[src/logic/evs_pkg.sv]
// Package: constants and carriers of the exception, vector and stack unit
package evs_pkg;
   localparam logic [31:0] VEC_BASE_RST = 32'h0000_0000;
   localparam logic [31:0] OFS_INIT_SP = 32'h0000_0000;
   localparam logic [31:0] OFS_INIT_PC = 32'h0000_0004;
   localparam logic [31:0] WORD_BYTES = 32'h0000_0004;
   localparam int VEC_TABLE_BYTES = 196;
   localparam int NUM_IRQ = 32;
   localparam int NUM_PRIO = 4;
   localparam int CTX_WORDS = 8;
   localparam logic [4:0] ENTRY_CYC = 5'h0f;
   localparam logic [4:0] CHAIN_CYC = 5'h0b;
   // Exception numbers
   localparam logic [5:0] EXC_NMI = 6'h02;
   localparam logic [5:0] EXC_FAULT = 6'h03;
   localparam logic [5:0] EXC_SVC = 6'h0b;
   localparam logic [5:0] EXC_IRQ0 = 6'h10;
   // Active levels: 0 nmi, 1 fault, 2..5 priority 0..3, 6 means thread
   localparam logic [2:0] LVL_NMI = 3'h0;
   localparam logic [2:0] LVL_FAULT = 3'h1;
   localparam logic [2:0] LVL_PRIO0 = 3'h2;
   localparam logic [2:0] LVL_NONE = 3'h6;
   localparam logic [31:0] ALIGN_HALF = 32'hffff_fffe;
   localparam logic [31:0] ALIGN_WORD = 32'hffff_fffc;

   typedef enum logic [6:0] {
      ST_BSP = 7'h01, ST_BPC = 7'h02, ST_RUN = 7'h04, ST_PUSH = 7'h08,
      ST_VEC = 7'h10, ST_POP = 7'h20, ST_WAIT = 7'h40
   } evs_state_t;

   // Word-only memory request
   typedef struct packed {
      logic req;
      logic we;
      logic [31:0] addr;
      logic [31:0] wdata;
   } evs_mem_t;

   typedef struct packed {
      evs_state_t st;
      evs_mem_t mem;
      logic [31:0] sp;
      logic [31:0] base;
      logic [31:0] pc;
      logic pcLoad;
      logic [CTX_WORDS-1:0][31:0] ctx;
      logic ctxLoad;
      logic [2:0] cnt;
      logic [4:0] cyc;
      logic [4:0] target;
      logic [5:0] excNum;
      logic [5:0] active;
      logic [5:0][5:0] excOf;
      logic [NUM_IRQ-1:0] irqPend;
      logic nmiPend;
      logic faultPend;
      logic svcPend;
      logic primask;
      logic unpriv;
      logic handler;
      logic priv;
      logic exitSeq;
      logic hold;
   } evs_state_bundle_t;
endpackage : evs_pkg

[src/logic/evs_exception_unit.sv]
// Exception entry, return, vector fetch and stack handling for the core
// Contract
// RL1: Vector base is zero after reset; software may move it to flash or RAM.
// RL2: Reset loads stack pointer from table word 0, program counter from word 4.
// RL3: Stack pointer load at reset is done by hardware, no instructions used.
// RL4: Full-descending stack: decrement pointer, then store each word.
// RL5: Every stack access, saving and restoring included, is a 32-bit word.
// RL6: Thread mode runs applications; exceptions switch to handler mode.
// RL7: Handler always privileged; thread privileged unless configured otherwise.
// RL8: Unprivileged code cannot mask or unmask interrupts.
// RL9: Up to 32 peripheral interrupt request inputs.
// RL10: Four priority levels; more urgent request preempts in hardware.
// RL11: Non-maskable input plus severe-error and supervisor-call exceptions.
// RL12: Entry and return, context save and restore, done wholly in hardware.
// RL13: Table entries beyond the first hold handler addresses; core branches there.
// RL14: Software relocates vectors by writing the vector base register.
// RL15: Vectors occupy the first 196 bytes from address zero by default.
// RL16: Instructions are 16 or 32 bits with no trailing operand data.
// RL17: Priority 0 is most urgent, 3 least.
// RL18: Entry or exit takes 15 cycles; tail-chained exit and re-entry 11.
// RL19: Vector address is table base plus four times exception number.
`timescale 1ns/1ns
module evs_exception_unit #(
   parameter int NUM_IRQ = evs_pkg::NUM_IRQ
) (
   // Clock and reset
   input wire logic clk_sys,
   input wire logic reset_n,
   // Peripheral interrupt sources
   input wire logic [NUM_IRQ-1:0] irqReq,
   input wire logic [NUM_IRQ-1:0] irqEnable,
   input wire logic [NUM_IRQ-1:0][1:0] irqPrio,
   input wire logic nmiReq,
   // Core requests
   input wire logic faultReq,
   input wire logic svcReq,
   input wire logic excReturn,
   input wire logic maskSet,
   input wire logic maskClr,
   input wire logic unprivWr,
   input wire logic unprivIn,
   input wire logic vecBaseWr,
   input wire logic [31:0] vecBaseIn,
   input wire logic [evs_pkg::CTX_WORDS-1:0][31:0] ctxIn,
   // Core results
   output logic [31:0] pcOut,
   output logic pcLoad,
   output logic [31:0] spOut,
   output logic [evs_pkg::CTX_WORDS-1:0][31:0] ctxOut,
   output logic ctxLoad,
   output logic coreHold,
   output logic handlerMode,
   output logic privileged,
   output logic primask,
   output logic [5:0] curExc,
   // Memory holding vectors and stack
   output evs_pkg::evs_mem_t memOut,
   input wire logic memAck,
   input wire logic [31:0] memRdata
);
   evs_pkg::evs_state_bundle_t q, d;

   // Index of the most urgent active level, LVL_NONE when idle
   function automatic logic [2:0] lowBit(input logic [5:0] v);
      logic [2:0] r;
      r = evs_pkg::LVL_NONE;
      for (int i = 5; i >= 0; i--) begin
         if (v[i]) begin
            r = 3'(i);
         end
      end
      return r;
   endfunction : lowBit

   // Most urgent pending request; ties go to lower number
   logic bestHit;
   logic [2:0] bestLvl;
   logic [5:0] bestExc;
   logic [NUM_IRQ-1:0] bestClr;
   always_comb begin
      bestHit = 1'b0;
      bestLvl = evs_pkg::LVL_NONE;
      bestExc = 6'h00;
      bestClr = '0;
      for (int i = NUM_IRQ - 1; i >= 0; i--) begin
         if (q.irqPend[i] && !q.primask
             && (evs_pkg::LVL_PRIO0 + {1'b0, irqPrio[i]}) <= bestLvl) begin // RL17
            bestHit = 1'b1;
            bestLvl = evs_pkg::LVL_PRIO0 + {1'b0, irqPrio[i]};
            bestExc = evs_pkg::EXC_IRQ0 + 6'(i);
            bestClr = '0;
            bestClr[i] = 1'b1;
         end
      end
      if (q.svcPend) begin // RL11
         bestHit = 1'b1;
         bestLvl = evs_pkg::LVL_PRIO0;
         bestExc = evs_pkg::EXC_SVC;
         bestClr = '0;
      end
      if (q.faultPend) begin
         bestHit = 1'b1;
         bestLvl = evs_pkg::LVL_FAULT;
         bestExc = evs_pkg::EXC_FAULT;
         bestClr = '0;
      end
      if (q.nmiPend) begin // RL11
         bestHit = 1'b1;
         bestLvl = evs_pkg::LVL_NMI;
         bestExc = evs_pkg::EXC_NMI;
         bestClr = '0;
      end
   end

   logic [2:0] curLvl;
   logic [5:0] afterRet;
   logic [2:0] retLvl;
   logic take;
   logic chain;
   logic grab;
   assign curLvl = lowBit(q.active);
   assign afterRet = q.active & ~(6'h01 << curLvl);
   assign retLvl = lowBit(afterRet);
   // Preempt only a less urgent level; nested entries stack in hardware
   assign take = (q.st == evs_pkg::ST_RUN) && bestHit && bestLvl < curLvl; // RL10
   assign chain = bestHit && bestLvl < retLvl;
   assign grab = take || ((q.st == evs_pkg::ST_RUN) && excReturn && q.handler && chain);

   // Next state
   always_comb begin
      d = q;
      d.pcLoad = 1'b0;
      d.ctxLoad = 1'b0;
      d.cyc = q.cyc + 5'h01;
      // Pending flags: a new request wins over the clear of a taken one
      d.irqPend = (q.irqPend & ~(grab ? bestClr : {NUM_IRQ{1'b0}})) | (irqReq & irqEnable); // RL9
      d.nmiPend = nmiReq | (q.nmiPend && !(grab && bestExc == evs_pkg::EXC_NMI)); // RL11
      d.faultPend = faultReq | (q.faultPend && !(grab && bestExc == evs_pkg::EXC_FAULT));
      d.svcPend = svcReq | (q.svcPend && !(grab && bestExc == evs_pkg::EXC_SVC));
      if (vecBaseWr) begin
         d.base = vecBaseIn & evs_pkg::ALIGN_WORD; // RL14
      end
      // Unprivileged code may not touch the mask or the privilege setting
      if (q.priv) begin // RL8
         if (maskSet) begin
            d.primask = 1'b1;
         end else if (maskClr) begin
            d.primask = 1'b0;
         end
         if (unprivWr) begin
            d.unpriv = unprivIn; // RL7
         end
      end
      case (q.st)
         evs_pkg::ST_BSP: begin
            if (memAck) begin
               d.sp = memRdata & evs_pkg::ALIGN_WORD; // RL3
               d.st = evs_pkg::ST_BPC;
            end
         end
         evs_pkg::ST_BPC: begin
            if (memAck) begin
               d.pc = memRdata & evs_pkg::ALIGN_HALF; // RL16
               d.pcLoad = 1'b1;
               d.st = evs_pkg::ST_RUN;
            end
         end
         evs_pkg::ST_RUN: begin
            d.cyc = 5'h00;
            if (take) begin
               d.ctx = ctxIn;
               d.excNum = bestExc;
               d.active[bestLvl] = 1'b1;
               d.excOf[bestLvl] = bestExc;
               d.handler = 1'b1; // RL6
               d.target = evs_pkg::ENTRY_CYC; // RL18
               d.cnt = 3'h0;
               d.exitSeq = 1'b0;
               d.st = evs_pkg::ST_PUSH; // RL12
            end else if (excReturn && q.handler) begin
               d.active = afterRet;
               d.cnt = 3'h0;
               if (chain) begin
                  // Tail-chain: context stays on the stack, only the vector moves
                  d.excNum = bestExc;
                  d.active[bestLvl] = 1'b1;
                  d.excOf[bestLvl] = bestExc;
                  d.target = evs_pkg::CHAIN_CYC; // RL18
                  d.exitSeq = 1'b0;
                  d.st = evs_pkg::ST_VEC;
               end else begin
                  d.target = evs_pkg::ENTRY_CYC; // RL18
                  d.exitSeq = 1'b1;
                  d.st = evs_pkg::ST_POP; // RL12
               end
            end
         end
         evs_pkg::ST_PUSH: begin
            if (memAck) begin
               d.sp = q.sp - evs_pkg::WORD_BYTES; // RL4
               d.cnt = q.cnt + 3'h1;
               if (q.cnt == 3'(evs_pkg::CTX_WORDS - 1)) begin
                  d.st = evs_pkg::ST_VEC;
               end
            end
         end
         evs_pkg::ST_VEC: begin
            if (memAck) begin
               d.pc = memRdata & evs_pkg::ALIGN_HALF; // RL13
               d.st = evs_pkg::ST_WAIT;
            end
         end
         evs_pkg::ST_POP: begin
            if (memAck) begin
               d.ctx[3'(evs_pkg::CTX_WORDS - 1) - q.cnt] = memRdata; // RL5 RL12
               d.sp = q.sp + evs_pkg::WORD_BYTES;
               d.cnt = q.cnt + 3'h1;
               if (q.cnt == 3'(evs_pkg::CTX_WORDS - 1)) begin
                  d.st = evs_pkg::ST_WAIT;
               end
            end
         end
         evs_pkg::ST_WAIT: begin
            // Pad so that latency does not depend on memory speed when fast
            if (q.cyc >= q.target - 5'h01) begin // RL18
               d.st = evs_pkg::ST_RUN;
               if (q.exitSeq) begin
                  d.ctxLoad = 1'b1;
                  d.handler = (retLvl != evs_pkg::LVL_NONE) || (q.active != 6'h00);
                  d.excNum = (q.active == 6'h00) ? 6'h00 : q.excOf[curLvl];
               end else begin
                  d.pcLoad = 1'b1;
               end
            end
         end
         default: begin
            d.st = evs_pkg::ST_BSP;
         end
      endcase
      d.priv = d.handler | ~d.unpriv; // RL7
      d.hold = (d.st != evs_pkg::ST_RUN); // RL12
      // Next memory access follows from the next state; word-only transfers
      d.mem = '0;
      case (d.st)
         evs_pkg::ST_BSP: begin
            d.mem.req = 1'b1;
            d.mem.addr = d.base + evs_pkg::OFS_INIT_SP; // RL2
         end
         evs_pkg::ST_BPC: begin
            d.mem.req = 1'b1;
            d.mem.addr = d.base + evs_pkg::OFS_INIT_PC; // RL2
         end
         evs_pkg::ST_PUSH: begin
            d.mem.req = 1'b1;
            d.mem.we = 1'b1;
            d.mem.addr = d.sp - evs_pkg::WORD_BYTES; // RL4
            d.mem.wdata = d.ctx[d.cnt]; // RL5
         end
         evs_pkg::ST_VEC: begin
            d.mem.req = 1'b1;
            d.mem.addr = d.base + {24'h000000, d.excNum, 2'b00}; // RL19
         end
         evs_pkg::ST_POP: begin
            d.mem.req = 1'b1;
            d.mem.addr = d.sp;
         end
         default: d.mem = '0;
      endcase
   end

   // State register; fetch of the boot words starts right after reset
   always_ff @(posedge clk_sys) begin
      if (!reset_n) begin
         q <= '0;
         q.st <= evs_pkg::ST_BSP; // RL3
         q.base <= evs_pkg::VEC_BASE_RST; // RL1 RL15
         q.mem.req <= 1'b1;
         q.mem.addr <= evs_pkg::VEC_BASE_RST + evs_pkg::OFS_INIT_SP;
         q.priv <= 1'b1;
         q.hold <= 1'b1;
      end else begin
         q <= d;
      end
   end

   // Outputs straight from the state register
   assign pcOut = q.pc;
   assign pcLoad = q.pcLoad;
   assign spOut = q.sp;
   assign ctxOut = q.ctx;
   assign ctxLoad = q.ctxLoad;
   assign coreHold = q.hold;
   assign handlerMode = q.handler;
   assign privileged = q.priv;
   assign primask = q.primask;
   assign curExc = q.excNum;
   assign memOut = q.mem;
endmodule : evs_exception_unit

[config.mk]
export PLATFORM = sky130hd
export DESIGN_NAME = evs_exception_unit
export DESIGN_NICKNAME = d
export VERILOG_FILES = /design/src/logic/evs_pkg.sv /design/src/logic/evs_exception_unit.sv
export SDC_FILE = /design/constraint.sdc
export NUM_CORES = 2
export LEC_CHECK = 0
export ABC_AREA = 0
export BUFFER_PORTS_ARGS = -buffer_cell sky130_fd_sc_hd__buf_2
export CAP_MARGIN = 20
export CORE_AREA = 2 2 332 334
export DETAILED_ROUTE_END_ITERATION = 7
export DIE_AREA = 0 0 334 336
export GPL_TIMING_DRIVEN = 0
export SLEW_MARGIN = 20
export SYNTH_ARGS = -nofsm -noshare
export SYNTH_HDL_FRONTEND = slang
export SYNTH_SLANG_ARGS = --single-unit
[constraint.sdc]
create_clock -name clk_sys -period 103.9 [get_ports clk_sys]
set_input_delay 15.585 -clock clk_sys [delete_from_list [all_inputs] [get_ports clk_sys]]
set_output_delay 15.585 -clock clk_sys [all_outputs]
set_load 0.01 [all_outputs]
* Word level (Yosys, flattened, before mapping)
Index checks and enable logic that the tools add are counted.
W data, S select, Z words.
** Storage, ports and cells
- Register bits :: 529
** Cells by class
- $add $sub $neg :: 41
- Magnitude comparators :: 41
- Equal/unequal tests :: 20
- Shift operators :: 1
- Mux-type cells :: 218
- Bitwise operators :: 14
- Reduce and logical (&&, ||, !) cells :: 100
** Operator list (count)
- $mux W32 :: 43
- $mux W256 :: 2
- $pmux W256 S2 :: 1
- $bwmux W256 :: 1
- $mux W6 :: 41
- $pmux W32 S5 :: 1
- $mux W3 :: 49
- $mux W53 :: 2
- $add A2 B2 Y3 const A :: 32
- $bmux W32 S3 :: 1
- $demux W32 S3 :: 1
- $pmux W32 S3 :: 1
- $le A3 B3 Y1 :: 31
- $logic_and A1 B1 Y1 :: 79
- $mux W7 :: 10
- $add A32 B3 Y32 const B :: 2
- $and A32 B32 Y32 :: 2
- $pmux W32 S2 :: 1
- $sub A32 B3 Y32 const B :: 2
- $mux W1 :: 51
- $pmux W7 S7 :: 1
- $mux W48 :: 1
- $bwmux W36 :: 1
- $mux W33 :: 1
- other kinds (47) :: 78

* Logic depth before layout (Yosys ltp)
- Word-level depth :: 111
- Depth in mapped cells :: 267
- Mapped depth without buffers :: 265

* Worst setup path after synthesis
Ideal clock, no wire load.
- Kind :: input-to-reg
- Start point :: in irqPrio[63] (netlist bit)
- End point :: reg q, in the netlist memOut[63]
- Library setup time :: 122 ps
- Arrival time :: 60309 ps
- Required time :: 103778 ps
- Setup slack :: 43470 ps
- Stages :: 253
- Path buffers :: 3
- Cells stage by stage :: nor2b_1 ha_1 and3b_1 o21a_1 nor2_1 o21ai_0 ha_1 nand3_1 o21ai_0 o21ai_1 buf_2 mux2_2 ha_1 nand3_1 o221ai_2 nand3_2 mux2_2 ha_1 (+217 left out) o21bai_1 a21oi_1 nor2b_1 o21a_1 and3b_1 nor3b_1 nand3_1 nor3_1 nand2_1 or3_1 nor3_1 nand3_1 or3_1 nor3_1 nand3_1 xor2_1 a221oi_1 nor2_1
** Between the ends
- Longest elaborated chain between the ends :: 108
- Elaborated cells between the ends (all ways) :: 190
** Ends and longest elaborated chain
- start, declared :: line evs_exception_unit.sv:32 : input wire logic [NUM_IRQ-1:0][1:0] irqPrio,
- $add A2 B2 Y3 * :: line evs_exception_unit.sv:87, evs_exception_unit.sv:89
- $le A3 B3 Y1 :: line evs_exception_unit.sv:87 : && (evs_pkg::LVL_PRIO0 + {1'b0, irqPrio[i]}) <= bestLvl) begin
- $logic_and A1 B1 Y1 :: line evs_exception_unit.sv:87
- $mux W3 :: line evs_exception_unit.sv:86 : if (q.irqPend[i] && !q.primask
- $le A3 B3 Y1 :: line evs_exception_unit.sv:87
- $logic_and A1 B1 Y1 :: line evs_exception_unit.sv:87
- $mux W3 :: line evs_exception_unit.sv:86
- $le A3 B3 Y1 :: line evs_exception_unit.sv:87
- (+92 left out)
- $lt A3 B3 Y1 :: line evs_exception_unit.sv:126 : assign chain = bestHit && bestLvl < retLvl;
- $logic_and A1 B1 Y1 :: line evs_exception_unit.sv:126
- $mux W48 or $mux W6 (tied branches) :: line evs_exception_unit.sv:183 : if (chain) begin
- $mux W53 or $mux W7 (tied branches) :: line evs_exception_unit.sv:180 : end else if (excReturn && q.handler) begin
- $mux W53 or $mux W7 (tied branches) :: line evs_exception_unit.sv:170 : if (take) begin
- $pmux W6 S2 or $pmux W7 S7 (tied branches) :: line evs_exception_unit.sv:154 : case (q.st)
- $add A32 B8 Y32, or another cell as far along :: line evs_exception_unit.sv:261 : d.mem.addr = d.base + {24'h000000, d.excNum, 2'b00};
- $pmux W32 S5 * :: line evs_exception_unit.sv:244 : case (d.st)
- end, declared :: line evs_exception_unit.sv:61 : evs_pkg::evs_state_bundle_t q, d;
Mark *: on every way between the ends. The rest lies on a longest branch, timed or not. The select of a mux whose other input is x is not followed.
A chain may end at the register's enable or synchronous reset.

* Final worst setup path
Ends and elaborated chain as after synthesis.

==> results by group <==
Clock tree
  • Post-cts repair resize count: 0
  • Number of buffers inserted for hold repair after clock tree synthesis: 0
  • Level count of the clock H-tree: 3
  • Clock buffer depth: 3
  • Clock-pin transition on the worst setup and hold timing paths: around 0.06 ns
  • Number of clock sinks: roughly 530
  • # Post-CTS Setup Buffers: 0
  • TritonCTS clock tree: yes
  • Clock Tree Root: sky130_fd_sc_hd__clkbuf_16
  • CTS Buf Count: between 60 and 70
  • Later-pin clock latency in the skew report: roughly 0.66 ns

Placed design
  • Final weighted congestion in routability-driven placement: 0.992
  • Number of placed instances with taps included: about 6400
  • Placement Cell Area: a little under 40000 µm²
  • Count of buffers inserted at the top-level ports: between 800 and 900
  • Placed wire-length estimate: around 150 mm

Synth
  • Synth top area share: a little under a third
  • Mean instance size in the synthesized netlist: 7.97 µm²
  • Number of enable flip-flop cells after synthesis: 0
  • Number of warnings reported in the yosys synthesis log: 0
  • Post-synth top flop: sky130_fd_sc_hd__dfxtp_1
  • Cell accounting for the most synthesized area: sky130_fd_sc_hd__dfxtp_1
  • Top cells by area, synth: sky130_fd_sc_hd__dfxtp_1 32%, sky130_fd_sc_hd__buf_4 8.9%, sky130_fd_sc_hd__nor2_1 6.4%
  • Flops & latches, synth: between 500 and 600
  • Most frequent cells after synthesis: 567 x sky130_fd_sc_hd__nor2_1, 525 x sky130_fd_sc_hd__dfxtp_1, 395 x sky130_fd_sc_hd__buf_4, 352 x sky130_fd_sc_hd__nand2_1, 289 x sky130_fd_sc_hd__a21oi_1
  • Number of distinct library cells after synthesis: about 110
  • Netlist area before placement: 33300 µm²
  • Synthesized instance count: approximately 4200
  • Post-synthesis sequential area ratio: between 30% and 40%
  • Async SR Flop Fraction: 0%
  • Most repeated cell in the gate-level netlist after synthesis: sky130_fd_sc_hd__nor2_1
  • Synthesized netlist net count: between 4000 and 5000

Pwr
  • Worst-case vdd ir drop: approximately 11 µV
  • Switching component of the power: 0.000204 W
  • Switching share of power: 32.4%
  • Power density over the cells: roughly 15 nW/µm²
  • Part of the total power dissipated in combinational logic: 23.1%
  • Clock group share of total power: between 40% and 50%
  • Leakage: about 19 nW
  • Sequential group share of total power: between 30% and 40%
  • Cell internal pwr: roughly 0.00042 W

Critical path
  • Slowest stage cell, crit path: sky130_fd_sc_hd__nor3b_1
  • Path type of the worst setup path: input pin to register
  • R2r worst-path depth: around 260
  • Worst endpoint data arrival time: roughly 70 ns
  • Critical Path RT: between 100 and 150 ns
  • Critical path peak fanout: 10
  • Crit path top cell by count: sky130_fd_sc_hd__nor2_1
  • Reg2reg setup slack: around 48 ns
  • End of the worst register-to-register path: memOut[63]
  • Kind of start point of the critical path: input pin
  • Startpoint of the worst register-to-register path: primask
  • CP Capture Type: register
  • Biggest cell delay along the critical path: roughly 0.85 ns

Global routing
  • Highest-utilization routing layer at the global route stage: met2
  • Met1 routing resource usage after global routing: between 40% and 50%
  • Sum of overflow across all layers after global routing: 0
  • Vias in the first global route: 34400
  • Number of antenna violations at the first check in global routing: 56
  • Largest net degree at the start of global routing: 13
  • Wire length of the first global-routing pass: 249 mm
  • Global-route track usage on met3: ~7.6%
  • Global-route total usage across every layer: between 30% and 40%
  • Global routing met2 resource utilization: a little under half

Layout
  • Ratio of cells with drive above 1 in the final layout: between 30% and 40%
  • Post-Layout Inst Area: between 40000 and 50000 µm²
  • Layout Nets: ~5600
  • Post-layout utilization of the core: about two fifths
  • Final instance count without filler cells: roughly 6600
  • Area Growth Syn to Fin: 25.8%
  • Filler instances: 11600

Timing
  • RSZ-0062 raised after global routing: no
  • Worst relative slew slack: a little under a fifth
  • Highest achievable clock rate: approximately 14 MHz
  • Worst hold slack across all endpoints: around 0.46 ns
  • Setup violations, final: 0
  • Worst-Margin Slew: ~1.2 ns
  • Total count of hold-check failures in the final report: 0
  • Final Cycle Share: between 60 and 70%
  • Shortest clock period the worst path allows after layout: 69.83 ns
  • Total negative slack for setup checks: 0 ns
  • Worst setup skew after layout: ~0.027 ns
  • Max Slew Vio Count: 0

Drt
  • Total wirelength of the detailed-routed design: between 150 and 200 mm
  • Number of nets with antenna violations after detailed routing: 0
  • Vias after detailed routing: roughly 38000
  • Violation count after the first detailed-routing iteration: roughly 5000
  • Ratio of routed vias to standard cells: between 5 and 6
  • Iteration count of the initial detailed-routing pass: 8
  • Average wire per cell in the routed design: 27.7 µm
  • Remaining routing DRC violations: 16

Floorplan
  • Starting density of the core: a little over 30%
  • Horiz. Die Dim: between 300 and 400 µm
  • Vertical die dimension: 336 µm
  • I/O pin total: ~860
  • Row count: ~120
  • Area of the die: approximately 110000 µm²
  • Floorplan core area: 108000 µm²

Run
  • Number of max-cap violations: 0

Hold path
  • Hold depth: 2
  • Worst Hold Endpoint: q[48]
  • Launch point of the worst hold path: q[48]
  • Hold Crit Class: register to register

Run status
  • Failing checks: design-rule violations
  • Outcome: finished with violations
-- per-layer routing --
layer | up-vias | routed length (µm) | part of all wire, %
met3 | 363 | 18800 | 10
li1 | 16700 | - | -
met1 | 18200 | 77000 | 42
met2 | 2334 | 78600 | 43
met4 | 32 | 7130 | 3.9
met5 | - | 194 | 0.11
-- power groups by stage --
stage | Clock (W) | Combinational, W | Sequential, W
3_5_place_dp | 0 | 0.000142 | 0.000214
4_1_cts | 0.000276 | 0.000143 | 0.000210
6_report | 0.000274 | 0.000145 | 0.000210
2_1_floorplan | 0 | 0.0000900 | 0.000213
3_3_place_gp | 0 | 0.000141 | 0.000214
5_1_grt | 0.000284 | 0.000158 | 0.000210
-- critical path, delay by kind of cell --
family	cells	cell delay, ns
muxes	8	3.26
buffers and inverters	9	1.19
AOI/OAI and AO/OA	104	23.06
xor gates and xnor gates	1	0.16
and+or+nand+nor	101	17.67
adders and majority gates	33	9.34
-- worst max path at each step --
| stage | start | to | slack [ns] | cells after the start |
|---|---|---|---|---|
| detailed placement | irqPrio[63] | memOut[63] | 34.86 | 253 |
| global route | irqPrio[63] | memOut[62] | 29.86 | 256 |
| CTS | irqPrio[63] | memOut[63] | 35.12 | 253 |
| finish | irqPrio[63] | memOut[63] | 34.07 | 256 |
| floorplan | irqPrio[63] | memOut[63] | 43.47 | 253 |
| global placement | irqPrio[63] | memOut[63] | 35.06 | 256 |
-- final cells by class --
class                   instances  area [µm²]  area share, %
inverters                     101         379          0.906
plain buffers                 692        4180           9.99
flip-flops and latches        525       10500           25.1
clock inverters                27         517           1.23
well taps                    1414        1770           4.23
multi-input cells            2853       18200           43.5
clock buffers                  98        2060           4.91
repair buffers                825        4140           9.89
diodes                         30        75.1          0.179
-- cells by family after synthesis --
group	count (synthesis)	share of synthesized area (%)
and+or+nand+nor	1358	18.5
AOI/OAI and AO/OA	1206	26.9
buffers and inverters	793	13.6
DFF	525	31.6
muxes	176	5.65
adders and majority gates	64	2.42
xor gates and xnor gates	48	1.26
other	1	0.0113
-- flip-flops by register name (all words and copies together) (netlist names) --
signal	count
primask	1
curExc	6
ctxLoad	1
pcOut	31
handlerMode	1
coreHold	1
memOut	66
ctxOut	256
pcLoad	1
spOut	32
q	128
privileged	1
-- through the flow --
step	total power, W	worst slack, ns
final	0.000629	34.07
after detailed placement	0.000355	34.86
after global placement	0.000355	35.06
after global routing	0.000652	29.86
after floorplan	0.000303	43.47
after CTS	0.000628	35.12
-- layout by cell type, fill, tap and decap left out, types with 101 or more instances in the layout --
master and count:
sky130_fd_sc_hd__buf_2 880, sky130_fd_sc_hd__clkbuf_1 209, sky130_fd_sc_hd__nand2_1 352, sky130_fd_sc_hd__a21oi_1 289, sky130_fd_sc_hd__buf_4 396, sky130_fd_sc_hd__o21ai_0 119, sky130_fd_sc_hd__dfxtp_1 525, sky130_fd_sc_hd__nor2_1 567
sky130_fd_sc_hd__inv_1 101, sky130_fd_sc_hd__a222oi_1 134
Note: power is estimated with default switching activity, not from simulation.
